===== config.mk =====
export PLATFORM = sky130hd
export DESIGN_NAME = adc_serial_ctrl
export DESIGN_NICKNAME = d
export VERILOG_FILES = /design/src/adc_serial_ctrl.v /design/src/result_buffer.v
export VERILOG_INCLUDE_DIRS = /design/src
export SDC_FILE = /design/constraint.sdc
export NUM_CORES = 1
export LEC_CHECK = 0
export BUFFER_PORTS_ARGS = -buffer_cell sky130_fd_sc_hd__clkbuf_2
export CAP_MARGIN = 20
export CORE_UTILIZATION = 55
export CTS_CLUSTER_DIAMETER = 200
export CTS_CLUSTER_SIZE = 28
export DETAILED_ROUTE_END_ITERATION = 16
export PLACE_DENSITY_LB_ADDON = 0.05
export SYNTH_ARGS = -nofsm -noshare
export SYNTH_HDL_FRONTEND = slang
export SYNTH_SLANG_ARGS = --single-unit

===== constraint.sdc =====
create_clock -name clk -period 3.4 [get_ports clk]
set_input_delay 0.51 -clock clk [delete_from_list [all_inputs] [get_ports clk]]
set_output_delay 0.51 -clock clk [all_outputs]
set_load 0.02 [all_outputs]

===== src/adc_ctrl_map.vh =====
// Field positions, codes, reset values and timing counts of the converter control block
`ifndef ADC_CTRL_MAP_VH
`define ADC_CTRL_MAP_VH

// Control word layout
`define CW_WIDTH        12
`define CW_CHAN_HI      11
`define CW_CHAN_LO      10
`define CW_UPD_HI       9
`define CW_UPD_LO       8
`define CW_DEEP_SLEEP   7
`define CW_LIGHT_SLEEP  6
`define CW_AUTO_SLEEP   5
`define CW_REF_OFF      4
`define CW_DUAL_READ    3
`define CW_ACT_HI       2
`define CW_ACT_LO       0
`define CW_RESET        12'h000

// Feature update and action codes
`define UPD_APPLY       2'h1
`define ACT_DAC_WRITE   3'h1
`define ACT_DAC_READ    3'h3
`define ACT_RESET       3'h5

// Reference level register
`define REF_WIDTH       10
`define REF_RESET       10'h3FF

// Serial framing
`define FRAME_SHORT     6'h10
`define FRAME_LONG      6'h20
`define FIRST_OUT_EDGE  6'h03
`define CHAN_LATCH_RISE 5'h02
`define CONV_CLOCKS     5'h10
`define READ_CYCLE      6'h20

// Reset command hold
`define CLK_PERIOD_NS   8
`define RESET_HOLD_NS   500
`define RESET_CYCLES    ((`RESET_HOLD_NS + `CLK_PERIOD_NS - 1) / `CLK_PERIOD_NS)

`endif


===== src/adc_serial_ctrl.v =====
// Serial control word, conversion sequencing and framed result output of the dual converter
//
// Overview of operation
// - Control line sampled each falling clock after read strobe, 12 bits MSB first.
// - Word: channel, update, deep, light, auto sleep, ref off, dual read, action; resets zero.
// - Channel code picks pair zero, pseudo-differential pairs, or pair one differential.
// - Update code 01 applies feature bits; 00 and 11 keep them; 10 never sent.
// - Sleep bits enable power-down, ref off disables reference, dual read enables special read.
// - Action 001 arms DAC write, 011 arms DAC read, 101 resets; others nothing.
// - Feature settings take effect on the twelfth clock after read strobe.
// - Ten-bit reference level register, upper two bits ignored, resets to 3FF.
// - Output data valid from third falling clock after read strobe.
// - Results are 12-bit two's complement.
// - Stored result may be read repeatedly until a new conversion.
// - Mode pins pick manual or automatic channel, and two outputs or line A only.
// - One conversion takes 16 clock cycles.
// - Trigger rise holds sample at once; busy then stays high for whole conversion.
// - Manual modes latch channel from word at second clock cycle falling edge.
// - Mode I frame: two zeros, result MSB first, two zeros; A and B lines.
// - Mode II: line B released, both results on A over 32 clocks, early triggers ignored.
// - Mode II frame: zero, converter indicator, result, two zeros.
// - Mode III: pairs alternate; frame is pair indicator, zero, result, two zeros.
// - Mode IV: alternate, line A only; pair, converter indicator, result, two zeros.
// - Line B released after first conversion following switch to single output.
// - After armed DAC write, next word carries ten-bit level after two ignored bits.
// - Reset command holds the block, except the result buffer, held result, pushed entry and frame shift registers, in reset for about 500 ns.
// - Power-down entered at twelfth falling edge of the setting access.
`timescale 1ns/10ps
`include "adc_ctrl_map.vh"
`default_nettype none
module adc_serial_ctrl #(
  parameter DATA_W = 12
) (
  // Clock and reset
  input  wire              clk,
  input  wire              resetn,
  // Host serial pins
  input  wire              adc_clock,
  input  wire              sample_hold_trigger,
  input  wire              read_strobe,
  input  wire              chip_sel_n,
  input  wire              serial_in,
  // Mode pins
  input  wire              chan_auto_pin,
  input  wire              single_out_pin,
  // Converter results
  input  wire [DATA_W-1:0] conv_a_data,
  input  wire [DATA_W-1:0] conv_b_data,
  // Serial outputs
  output reg               out_line_a,
  output reg               out_line_a_oe_n,
  output reg               out_line_b,
  output reg               out_line_b_oe_n,
  // Conversion status
  output reg               busy,
  output reg               hold,
  output reg  [1:0]        chan_sel,
  output reg               pair_sel,
  // Feature controls
  output reg               deep_sleep,
  output reg               light_sleep,
  output reg               sleep_after_convert,
  output reg               ref_off,
  output reg               dual_read,
  output reg  [`REF_WIDTH-1:0] reference_level,
  output reg               device_reset
);

  localparam ENTRY_W = 2 * DATA_W + 1;
  localparam integer RST_CYC_I = `RESET_CYCLES;

  // Conversion states, one-hot
  localparam [2:0] ST_IDLE = 3'h1;
  localparam [2:0] ST_CONV = 3'h2;
  localparam [2:0] ST_PUSH = 3'h4;

  // Frame of indicator pair, result and two trailing zeros
  function [15:0] frame16;
    input            ind_hi;
    input            ind_lo;
    input [DATA_W-1:0] data;
    begin
      frame16 = {ind_hi, ind_lo, data, 2'b00};
    end
  endfunction

  // ---------------------------------------------------------------
  // Edge detection of host pins
  // ---------------------------------------------------------------
  reg clk_q_reg;
  reg trig_q_reg;
  wire clk_rise = adc_clock & ~clk_q_reg;
  wire clk_fall = ~adc_clock & clk_q_reg;
  wire trig_rise = sample_hold_trigger & ~trig_q_reg;

  always @(posedge clk or negedge resetn) begin
    if (!resetn) begin
      clk_q_reg  <= 1'b0;
      trig_q_reg <= 1'b0;
    end else begin
      clk_q_reg  <= adc_clock;
      trig_q_reg <= sample_hold_trigger;
    end
  end

  // ---------------------------------------------------------------
  // Result buffer
  // ---------------------------------------------------------------
  reg               push_valid_reg;
  reg [ENTRY_W-1:0] push_data_reg;
  reg [ENTRY_W-1:0] held_reg;
  reg               frame_act_reg;
  wire              push_ready;
  wire              pop_valid;
  wire [ENTRY_W-1:0] pop_data;
  wire              pop_ready = ~frame_act_reg;

  result_buffer #(
    .WIDTH (ENTRY_W),
    .DEPTH (2)
  ) u_result_buffer (
    .clk       (clk),
    .resetn    (resetn),
    .in_valid  (push_valid_reg),
    .in_data   (push_data_reg),
    .in_ready  (push_ready),
    .out_valid (pop_valid),
    .out_ready (pop_ready),
    .out_data  (pop_data)
  );

  // ---------------------------------------------------------------
  // Registers
  // ---------------------------------------------------------------
  reg [2:0]  state_reg;
  reg [4:0]  conv_cnt_reg;
  reg [5:0]  gap_cnt_reg;
  reg [6:0]  rst_cnt_reg;
  reg [10:0] sin_shift_reg;
  reg [5:0]  rd_cnt_reg;
  reg [5:0]  flen_reg;
  reg [31:0] sh_a_reg;
  reg [15:0] sh_b_reg;
  reg [1:0]  ctrl_chan_reg;
  reg        dac_wr_arm_reg;
  reg        dac_rd_arm_reg;
  reg        b_off_reg;

  wire        soft_rst = (rst_cnt_reg != 7'h00);
  wire        asleep = deep_sleep | light_sleep;
  wire [11:0] word = {sin_shift_reg, serial_in};
  wire [2:0]  act = word[`CW_ACT_HI:`CW_ACT_LO];
  wire [5:0]  rd_next = rd_cnt_reg + 6'h01;
  wire        strobe_ok = ~frame_act_reg | (rd_cnt_reg >= `CW_WIDTH);
  wire        conv_ok = (state_reg == ST_IDLE) & ~asleep &
                        (~single_out_pin | (gap_cnt_reg >= `READ_CYCLE));

  // Frames for the current held result
  wire        held_pair = held_reg[ENTRY_W-1];
  wire [DATA_W-1:0] held_a = held_reg[2*DATA_W-1:DATA_W];
  wire [DATA_W-1:0] held_b = held_reg[DATA_W-1:0];
  wire        ind_pair = chan_auto_pin & held_pair;
  wire [15:0] frame_a = frame16(ind_pair, 1'b0, held_a);
  wire [15:0] frame_b = frame16(ind_pair, single_out_pin, held_b);
  wire [15:0] frame_dac = {4'h0, reference_level, 2'b00};

  // ---------------------------------------------------------------
  // Conversion sequencing
  // ---------------------------------------------------------------
  always @(posedge clk or negedge resetn) begin
    if (!resetn) begin
      state_reg      <= ST_IDLE;
      conv_cnt_reg   <= 5'h00;
      gap_cnt_reg    <= `READ_CYCLE;
      busy           <= 1'b0;
      hold           <= 1'b0;
      chan_sel       <= 2'h0;
      pair_sel       <= 1'b0;
      b_off_reg      <= 1'b0;
      push_valid_reg <= 1'b0;
      push_data_reg  <= {ENTRY_W{1'b0}};
    end else if (soft_rst) begin
      state_reg      <= ST_IDLE;
      conv_cnt_reg   <= 5'h00;
      gap_cnt_reg    <= `READ_CYCLE;
      busy           <= 1'b0;
      hold           <= 1'b0;
      chan_sel       <= 2'h0;
      pair_sel       <= 1'b0;
      b_off_reg      <= 1'b0;
      push_valid_reg <= 1'b0;
    end else begin
      if (clk_rise && gap_cnt_reg != `READ_CYCLE) begin
        gap_cnt_reg <= gap_cnt_reg + 6'h01;
      end
      case (state_reg)
        ST_IDLE: begin
          if (trig_rise && conv_ok) begin
            hold         <= 1'b1;
            conv_cnt_reg <= 5'h00;
            gap_cnt_reg  <= 6'h00;
            state_reg    <= ST_CONV;
          end
        end
        ST_CONV: begin
          if (clk_rise) begin
            conv_cnt_reg <= conv_cnt_reg + 5'h01;
            busy         <= 1'b1;
          end
          if (clk_fall && conv_cnt_reg == `CHAN_LATCH_RISE && !chan_auto_pin) begin
            chan_sel <= ctrl_chan_reg;
          end
          if (clk_rise && conv_cnt_reg == `CONV_CLOCKS - 5'h01) begin
            busy           <= 1'b0;
            hold           <= 1'b0;
            push_valid_reg <= 1'b1;
            push_data_reg  <= {pair_sel, conv_a_data, conv_b_data};
            b_off_reg      <= single_out_pin;
            if (chan_auto_pin) begin
              pair_sel <= ~pair_sel;
              chan_sel <= pair_sel ? 2'h0 : 2'h3;
            end else begin
              pair_sel <= chan_sel[1];
            end
            state_reg <= ST_PUSH;
          end
        end
        ST_PUSH: begin
          if (push_ready) begin
            push_valid_reg <= 1'b0;
            state_reg      <= ST_IDLE;
          end
        end
        default: begin
          state_reg <= ST_IDLE;
        end
      endcase
    end
  end

  // ---------------------------------------------------------------
  // Control word, features and reference level
  // ---------------------------------------------------------------
  always @(posedge clk or negedge resetn) begin
    if (!resetn) begin
      rst_cnt_reg         <= 7'h00;
      device_reset        <= 1'b0;
      sin_shift_reg       <= 11'h000;
      ctrl_chan_reg       <= 2'h0;
      deep_sleep          <= 1'b0;
      light_sleep         <= 1'b0;
      sleep_after_convert <= 1'b0;
      ref_off             <= 1'b0;
      dual_read           <= 1'b0;
      reference_level     <= `REF_RESET;
      dac_wr_arm_reg      <= 1'b0;
      dac_rd_arm_reg      <= 1'b0;
    end else if (soft_rst) begin
      rst_cnt_reg         <= rst_cnt_reg - 7'h01;
      device_reset        <= (rst_cnt_reg != 7'h01);
      sin_shift_reg       <= 11'h000;
      ctrl_chan_reg       <= 2'h0;
      deep_sleep          <= 1'b0;
      light_sleep         <= 1'b0;
      sleep_after_convert <= 1'b0;
      ref_off             <= 1'b0;
      dual_read           <= 1'b0;
      reference_level     <= `REF_RESET;
      dac_wr_arm_reg      <= 1'b0;
      dac_rd_arm_reg      <= 1'b0;
    end else if (clk_fall) begin
      if (read_strobe && strobe_ok) begin
        sin_shift_reg <= {10'h000, serial_in};
        if (dac_rd_arm_reg) begin
          dac_rd_arm_reg <= 1'b0;
        end
      end else if (frame_act_reg && rd_cnt_reg < `CW_WIDTH) begin
        sin_shift_reg <= word[10:0];
        if (rd_next == `CW_WIDTH) begin
          if (dac_wr_arm_reg) begin
            reference_level <= word[`REF_WIDTH-1:0];
            dac_wr_arm_reg  <= 1'b0;
          end else begin
            ctrl_chan_reg <= word[`CW_CHAN_HI:`CW_CHAN_LO];
            if (word[`CW_UPD_HI:`CW_UPD_LO] == `UPD_APPLY) begin
              deep_sleep          <= word[`CW_DEEP_SLEEP];
              light_sleep         <= word[`CW_LIGHT_SLEEP];
              sleep_after_convert <= word[`CW_AUTO_SLEEP];
              ref_off             <= word[`CW_REF_OFF];
              dual_read           <= word[`CW_DUAL_READ];
            end
            if (act == `ACT_DAC_WRITE) begin
              dac_wr_arm_reg <= 1'b1;
            end
            if (act == `ACT_DAC_READ) begin
              dac_rd_arm_reg <= 1'b1;
            end
            if (act == `ACT_RESET) begin
              rst_cnt_reg  <= RST_CYC_I[6:0];
              device_reset <= 1'b1;
            end
          end
        end
      end
    end
  end

  // ---------------------------------------------------------------
  // Output framing
  // ---------------------------------------------------------------
  always @(posedge clk or negedge resetn) begin
    if (!resetn) begin
      frame_act_reg   <= 1'b0;
      rd_cnt_reg      <= 6'h00;
      flen_reg        <= `FRAME_SHORT;
      sh_a_reg        <= 32'h00000000;
      sh_b_reg        <= 16'h0000;
      held_reg        <= {ENTRY_W{1'b0}};
      out_line_a      <= 1'b0;
      out_line_b      <= 1'b0;
      out_line_a_oe_n <= 1'b1;
      out_line_b_oe_n <= 1'b1;
    end else begin
      out_line_a_oe_n <= chip_sel_n | soft_rst;
      out_line_b_oe_n <= chip_sel_n | soft_rst | b_off_reg;
      if (soft_rst) begin
        frame_act_reg <= 1'b0;
        rd_cnt_reg    <= 6'h00;
        out_line_a    <= 1'b0;
        out_line_b    <= 1'b0;
      end else begin
        if (pop_valid && pop_ready) begin
          held_reg <= pop_data;
        end
        if (clk_fall) begin
          if (read_strobe && strobe_ok) begin
            frame_act_reg <= 1'b1;
            rd_cnt_reg    <= 6'h01;
            out_line_a    <= 1'b0;
            out_line_b    <= 1'b0;
            sh_b_reg      <= frame16(ind_pair, 1'b0, held_b);
            if (dac_rd_arm_reg) begin
              sh_a_reg <= {frame_dac, 16'h0000};
              flen_reg <= `FRAME_SHORT;
            end else if (single_out_pin) begin
              sh_a_reg <= {frame_a, frame_b};
              flen_reg <= `FRAME_LONG;
            end else begin
              sh_a_reg <= {frame_a, 16'h0000};
              flen_reg <= `FRAME_SHORT;
            end
          end else if (frame_act_reg) begin
            rd_cnt_reg <= rd_next;
            if (rd_next >= `FIRST_OUT_EDGE &&
                rd_next < flen_reg + `FIRST_OUT_EDGE) begin
              out_line_a <= sh_a_reg[31];
              out_line_b <= sh_b_reg[15];
              sh_a_reg   <= {sh_a_reg[30:0], 1'b0};
              sh_b_reg   <= {sh_b_reg[14:0], 1'b0};
            end else begin
              out_line_a <= 1'b0;
              out_line_b <= 1'b0;
            end
            if (rd_next == flen_reg + `FIRST_OUT_EDGE) begin
              frame_act_reg <= 1'b0;
            end
          end
        end
      end
    end
  end

endmodule
`default_nettype wire


===== src/result_buffer.v =====
// Two-entry result buffer with valid and ready on both sides
`timescale 1ns/10ps
`default_nettype none
module result_buffer #(
  parameter WIDTH = 25,
  parameter DEPTH = 2
) (
  // Clock and reset
  input  wire             clk,
  input  wire             resetn,
  // Fill side
  input  wire             in_valid,
  input  wire [WIDTH-1:0] in_data,
  output wire             in_ready,
  // Drain side
  output wire             out_valid,
  input  wire             out_ready,
  output wire [WIDTH-1:0] out_data
);

  reg [WIDTH-1:0] mem [0:DEPTH-1];
  reg [1:0]       count_reg;
  reg             wr_ptr_reg;
  reg             rd_ptr_reg;
  wire            push;
  wire            pop;

  assign in_ready  = (count_reg != DEPTH[1:0]);
  assign out_valid = (count_reg != 2'h0);
  assign out_data  = mem[rd_ptr_reg];
  assign push      = in_valid & in_ready;
  assign pop       = out_valid & out_ready;

  always @(posedge clk) begin
    if (push) begin
      mem[wr_ptr_reg] <= in_data;
    end
  end

  always @(posedge clk or negedge resetn) begin
    if (!resetn) begin
      count_reg  <= 2'h0;
      wr_ptr_reg <= 1'b0;
      rd_ptr_reg <= 1'b0;
    end else begin
      if (push) begin
        wr_ptr_reg <= ~wr_ptr_reg;
      end
      if (pop) begin
        rd_ptr_reg <= ~rd_ptr_reg;
      end
      if (push & ~pop) begin
        count_reg <= count_reg + 2'h1;
      end else if (pop & ~push) begin
        count_reg <= count_reg - 2'h1;
      end
    end
  end

endmodule
`default_nettype wire


* Yosys cells after proc, flatten, opt, wreduce, memory -nomap -nowiden
Memories as Yosys holds them, arrays and structs flattened. A register that Yosys moved wholly into a read port is not among the register bits. Index checks and enable logic that the tools add are counted.
Cells by class: $lt $le $gt $ge 5, mux-type cells 150, equality and inequality tests 21, reduce and logical (&&, ||, !) cells 49, add/subtract/negate cells 7, bitwise operators 27
Operator list (count):
- 2-to-1 mux 32 bit | 4
- 2-to-1 mux 1 bit | 90
- 2-to-1 mux 16 bit | 4
- 2-to-1 mux 10 bit | 6
- 2-to-1 mux 6 bit | 10
- 2-to-1 mux 7 bit | 7
- 2-to-1 mux 11 bit | 4
- 2-to-1 mux 2 bit | 14
- nonzero test 2 bit | 12
- nonzero test 3 bit | 7
- AND reduction 3 bit | 6
- 2-to-1 mux 5 bit | 3
- AND reduction 5 bit | 3
- adder 6 x 1 -> 6 bit, second input constant | 2
- 2-to-1 mux 3 bit | 4
- inverter 1 bit | 12
- AND reduction 6 bit | 2
- AND 1 bit | 10
- one-hot mux 5 bit (2 select lines) | 1
- AND reduction 2 bit | 5
- logical AND 1 bit | 9
- one-hot mux 3 bit (3 select lines) | 1
- AND reduction 4 bit | 2
- != test 7 x 1 -> 1 bit, second input constant | 1
- other kinds (28) | 40
Word-level totals: input bits 33, memories 1, register bits after elaboration 155, bits in writable memories 50
Memory list:
- u_result_buffer.mem | depth 2, width 25, rd ports 1, clocked after Yosys merged registers in 1, wr ports 1, RTL line result_buffer.v:21 | reg [WIDTH-1:0] mem [0:DEPTH-1];

* Longest topological paths before layout
word-level depth 9, gate-level depth with buffers 12, gate-level depth less buffers 9

* Modules after synthesis
Synthesis repeated with hierarchy kept, for this count alone.
Second synthesis, totals: cell total of the unflattened synthesis 809, area, all modules 9889.5 um2
Modules (own cells, without submodules):
- adc_serial_ctrl | seq. area each 4222.8 um2, area each 7790.0 um2, cells an instance 713, times used 1
- result_buffer | seq. area each 1601.5 um2, area each 2099.5 um2, cells an instance 96, times used 1

* Worst setup path before layout
OpenSTA, ideal clock, no wires.
kind flip-flop to flip-flop, from register rd_cnt_reg[2], to register sh_a_reg[25], clock period less this slack 2.739 ns, buffers on the path 2, cell stages (with the launch flop) 12, path slack 0.661 ns, arrival time 2.620 ns, cell sequence dfrtp_1 buf_6 and3_1 and3_1 xor2_1 ha_1 a21oi_1 nand4_1 or4_1 buf_6 nand4_1 a21bo_1
Between the ends: word-level cells in the longest chain between the ends 5, elaborated cells on any way between the ends 11, those cells by class 1 x add/sub; 3 x order compare; 1 x mux; 1 x bitwise; 5 x reduce/logical
Ends and longest elaborated chain:
- start, declared | RTL line adc_serial_ctrl.v:140 | reg [5:0] rd_cnt_reg;
- start signal, assigned | RTL line adc_serial_ctrl.v:353 | rd_cnt_reg <= rd_next;
- adder 6 x 1 -> 6 bit / >= comparator 6 x 4 -> 1 bit (equally long branches)
- >= comparator 6 x 2 -> 1 bit (no source line) (tied with other cells)
- logical AND 1 bit (on tied branches)
- nonzero test 2 bit (no source line)
- AND reduction 4 bit (no source line)
- end signal, assigned | RTL line adc_serial_ctrl.v:343 | sh_a_reg <= {frame_dac, 16'h0000};
- end signal, assigned | RTL line adc_serial_ctrl.v:346 | sh_a_reg <= {frame_a, frame_b};
- end signal, assigned | RTL line adc_serial_ctrl.v:349 | sh_a_reg <= {frame_a, 16'h0000};
- end, declared | RTL line adc_serial_ctrl.v:142 | reg [31:0] sh_a_reg;
Several ways; a longest one is shown, not always the timed one. A chain may end at the register's enable or synchronous reset.

* Worst setup path in the final report
from register rd_cnt_reg[0], to register sh_a_reg[26]
Same word-level chain as after synthesis.

==> run metrics <==
outcome=finished, final reports clean; Num CTS Buffers=11; fillers=1396; pwr/cell area=492.1 nW/um^2; VDD IR-drop max=352.2 uV; post-synthesis simple-gate area fraction=14.54%; clock period minus worst slack=2.975 ns; Post-synth EDFFs=50; GRT overflow=0; post-synthesis compound-gate area fraction=roughly an eighth; Via density=5.938; Register-to-Register Path Depth=9; GRT Overall Usage=between 20% and 30%; CP arrival=3.32 ns; Yosys warnings=0; Multi-input gate area=slightly below 4000 sq um; crit-path max cell delay=0.64 ns; Clock Power Share=26.6%; setup TNS=0 ns; fin nets=937; Reg clk slew, reported paths=0.11 ns; Final setup viols=0; CTS resizes=0; Clock Tree Buf Depth=3; Post-synth ARST share=between 70% and 80%; row cnt=48; Core Util, Final=61.64%; Mapped Cells=856; H-tree levels=1; via count=6650; final slew viol count=0; largest net degree at the start of global routing=89; Logic pwr share=14.1%; Pre-antenna DRT Iters=6; worst endpoint required time=roughly 3.8 ns; non-filler cells, final=1120; Worst-Margin Slew=0.8427 ns; post-synthesis xor/xnor area fraction=about 1.6%; Int Pwr=3.981 mW; Leakage=4.540 nW; Fmax=0.3361 GHz; register area=5824 sq um; Die Y=136.9 um; Placed Cells=approximately 1100; Net Sw Frac=approximately a quarter; post-DR wirelength/cell=18.45 um; Hold Crit Class=input port to asynchronous set/reset pin; commonest non-fill, non-tap cells in the layout=dfrtp_1, nor2_1, a21oi_1; Port Buf Inserts=between 50 and 60; critical path type=register to register; Adder-Cell Fraction of Synth Area=1.625%; layout cells sized above 1=14.41%; Starting Density=around 57%; clk_skew=0.01673 ns; max reg flops=50; mux contribution to synthesized area=8.825%; Distinct cells, synth=67; number of global-route vias before repair=6501; critical path peak fanout=10; syn avg cell area=11.69 sq um; first-pass GRT wire length=33950 um; HPWL Detailed=13820 um; cell breakdown of the critical path=ha_1 > nand3_1 > xnor2_1 > ha_1 > a21oi_1 > nand4_1 > or4_1 > nand4_1 > a21bo_1; Core Area=around 18000 sq um; P&R area growth vs syn=7.987%; Sink Count=222; Root Driver=clkbuf_16; P_sw=1.338 mW; cts-stage hold buffer count=0; routability cong.=0.8323; TritonCTS clock tree=done; final-report hold violation count=0; Clk Latency, worst-skew pair=0.46 ns; drt drc=0; cell area after synthesis=10010 sq um; syn_nets=902; area leader, netlist=dfrtp_1; CP endpoint kind=register; Detailed Route Iter0 Violations=428; Total Power=5.319 mW; n_diodes=0; sequential power share=59.3%; Synth Flop Type=dfrtp_1; Die W=136.9 um; Synth top area share=39.25%; buffer count from post-CTS setup fixing=0; startpoint types=register; io pins=58; Max Cap Viol=0; post-synthesis sequential area ratio=58.19%; register bit total from synthesis=222; commonest non-fill, non-tap cell in the layout=dfrtp_1; RSZ-0062 raised after global routing=false; initial antenna violation count=0; largest family of logic cells by synthesized area=simple AND/OR/NAND/NOR gates; die area=18740 sq um; DRT antenna net count=0; CP max-delay cell=or4_1; Worst slew margin=between 40% and 50%; WL final=20670 um; fin crit share=87.50%; ranking of synthesized cells by area=dfrtp_1, edfxtp_1, mux2i_1
synthesized netlist by cell type (5+ instances only):
cell / n
dfrtp_1: 157
nor2_1: 71
a21oi_1: 68
mux2i_1: 59
nand2_1: 58
edfxtp_1: 50
nor2b_1: 36
nor4_1: 32
a211oi_1: 28
clkbuf_1: 26
mux2_1: 20
inv_1: 17
nand4_1: 16
a311oi_1: 15
buf_2: 15
dfstp_2: 15
ha_1: 13
and3_1: 12
o21ai_1: 12
a21bo_1: 10
o21ai_0: 10
xnor2_1: 10
xor2_1: 8
mux2_2: 6
nand2b_1: 6
nor3_1: 6
a31oi_1: 5
buf_4: 5
nand3b_1: 5
power by group through the flow:
stage / Sequential, mW / Clock (mW) / Combinational, mW
6_report: 3.15 / 1.42 / 0.750
5_1_grt: 3.19 / 1.55 / 0.844
4_1_cts: 3.15 / 1.46 / 0.758
3_5_place_dp: 3.20 / 0 / 0.758
3_3_place_gp: 3.18 / 0 / 0.712
2_1_floorplan: 3.16 / 0 / 0.560
final timing paths:
check / startpoint / end / slack (ns)
max in group asynchronous: resetn / gap_cnt_reg[5]$_DFF_PN1_ / 2.48
worst min register to register: push_data_reg[24]$_DFFE_PN0P_ / u_result_buffer.mem[1][24]$_DFFE_PP_ / 0.48
worst max-delay path: rd_cnt_reg[0]$_DFFE_PN0P_ / sh_a_reg[26]$_DFFE_PN0P_ / 0.42
worst min-delay path: resetn / rst_cnt_reg[4]$_DFFE_PN0P_ / 0.11
worst max register to register: rd_cnt_reg[0]$_DFFE_PN0P_ / sh_a_reg[26]$_DFFE_PN0P_ / 0.42
min in group clk: sample_hold_trigger / trig_q_reg$_DFF_PN0_ / 0.17
stage by stage:
stage,hold WS (ns),area [sq um],worst slack [ns]
floorplan,0.2144,10010,0.6615
finish,0.1065,10810,0.4248
CTS,0.1492,10810,0.4625
detailed placement,0.4524,10500,0.5010
global placement,0.4435,10500,0.6298
global route,0.1571,10810,0.1902
cell families (layout without fill, tap and decap cells):
group           count (synthesis)  in the layout
flops                         222            222
fa+ha+maj                      13             13
simple gates                  271            271
mux                            85             85
buf+inv                        71            110
xor+xnor                       18             18
compound gates                176            176
metal layers:
metal,vias to the layer above,wire (um),track usage [%]
met2,182,9781,36.13
li1,3164,-,-
met4,0,263,4.762
met3,25,909,1.963
met5,-,0,0
met1,3279,9713,34.59
worst max-delay path, delay by kind of cell, from the launching register on:
kind	cells	cell delay (ns)
compound gates	2	0.42
xor+xnor	1	0.17
fa+ha+maj	2	0.61
flops	1	0.49
simple gates	4	1.17
area by class of cell:
class	count	share of cell area (%)
clock buffer	17	2.848
inverter	17	0.5903
multi-input combinational	563	35.71
sequential	222	53.88
tap	225	2.604
timing repair buffer	76	4.364
No activity file was read; power rests on OpenSTA's default activity.
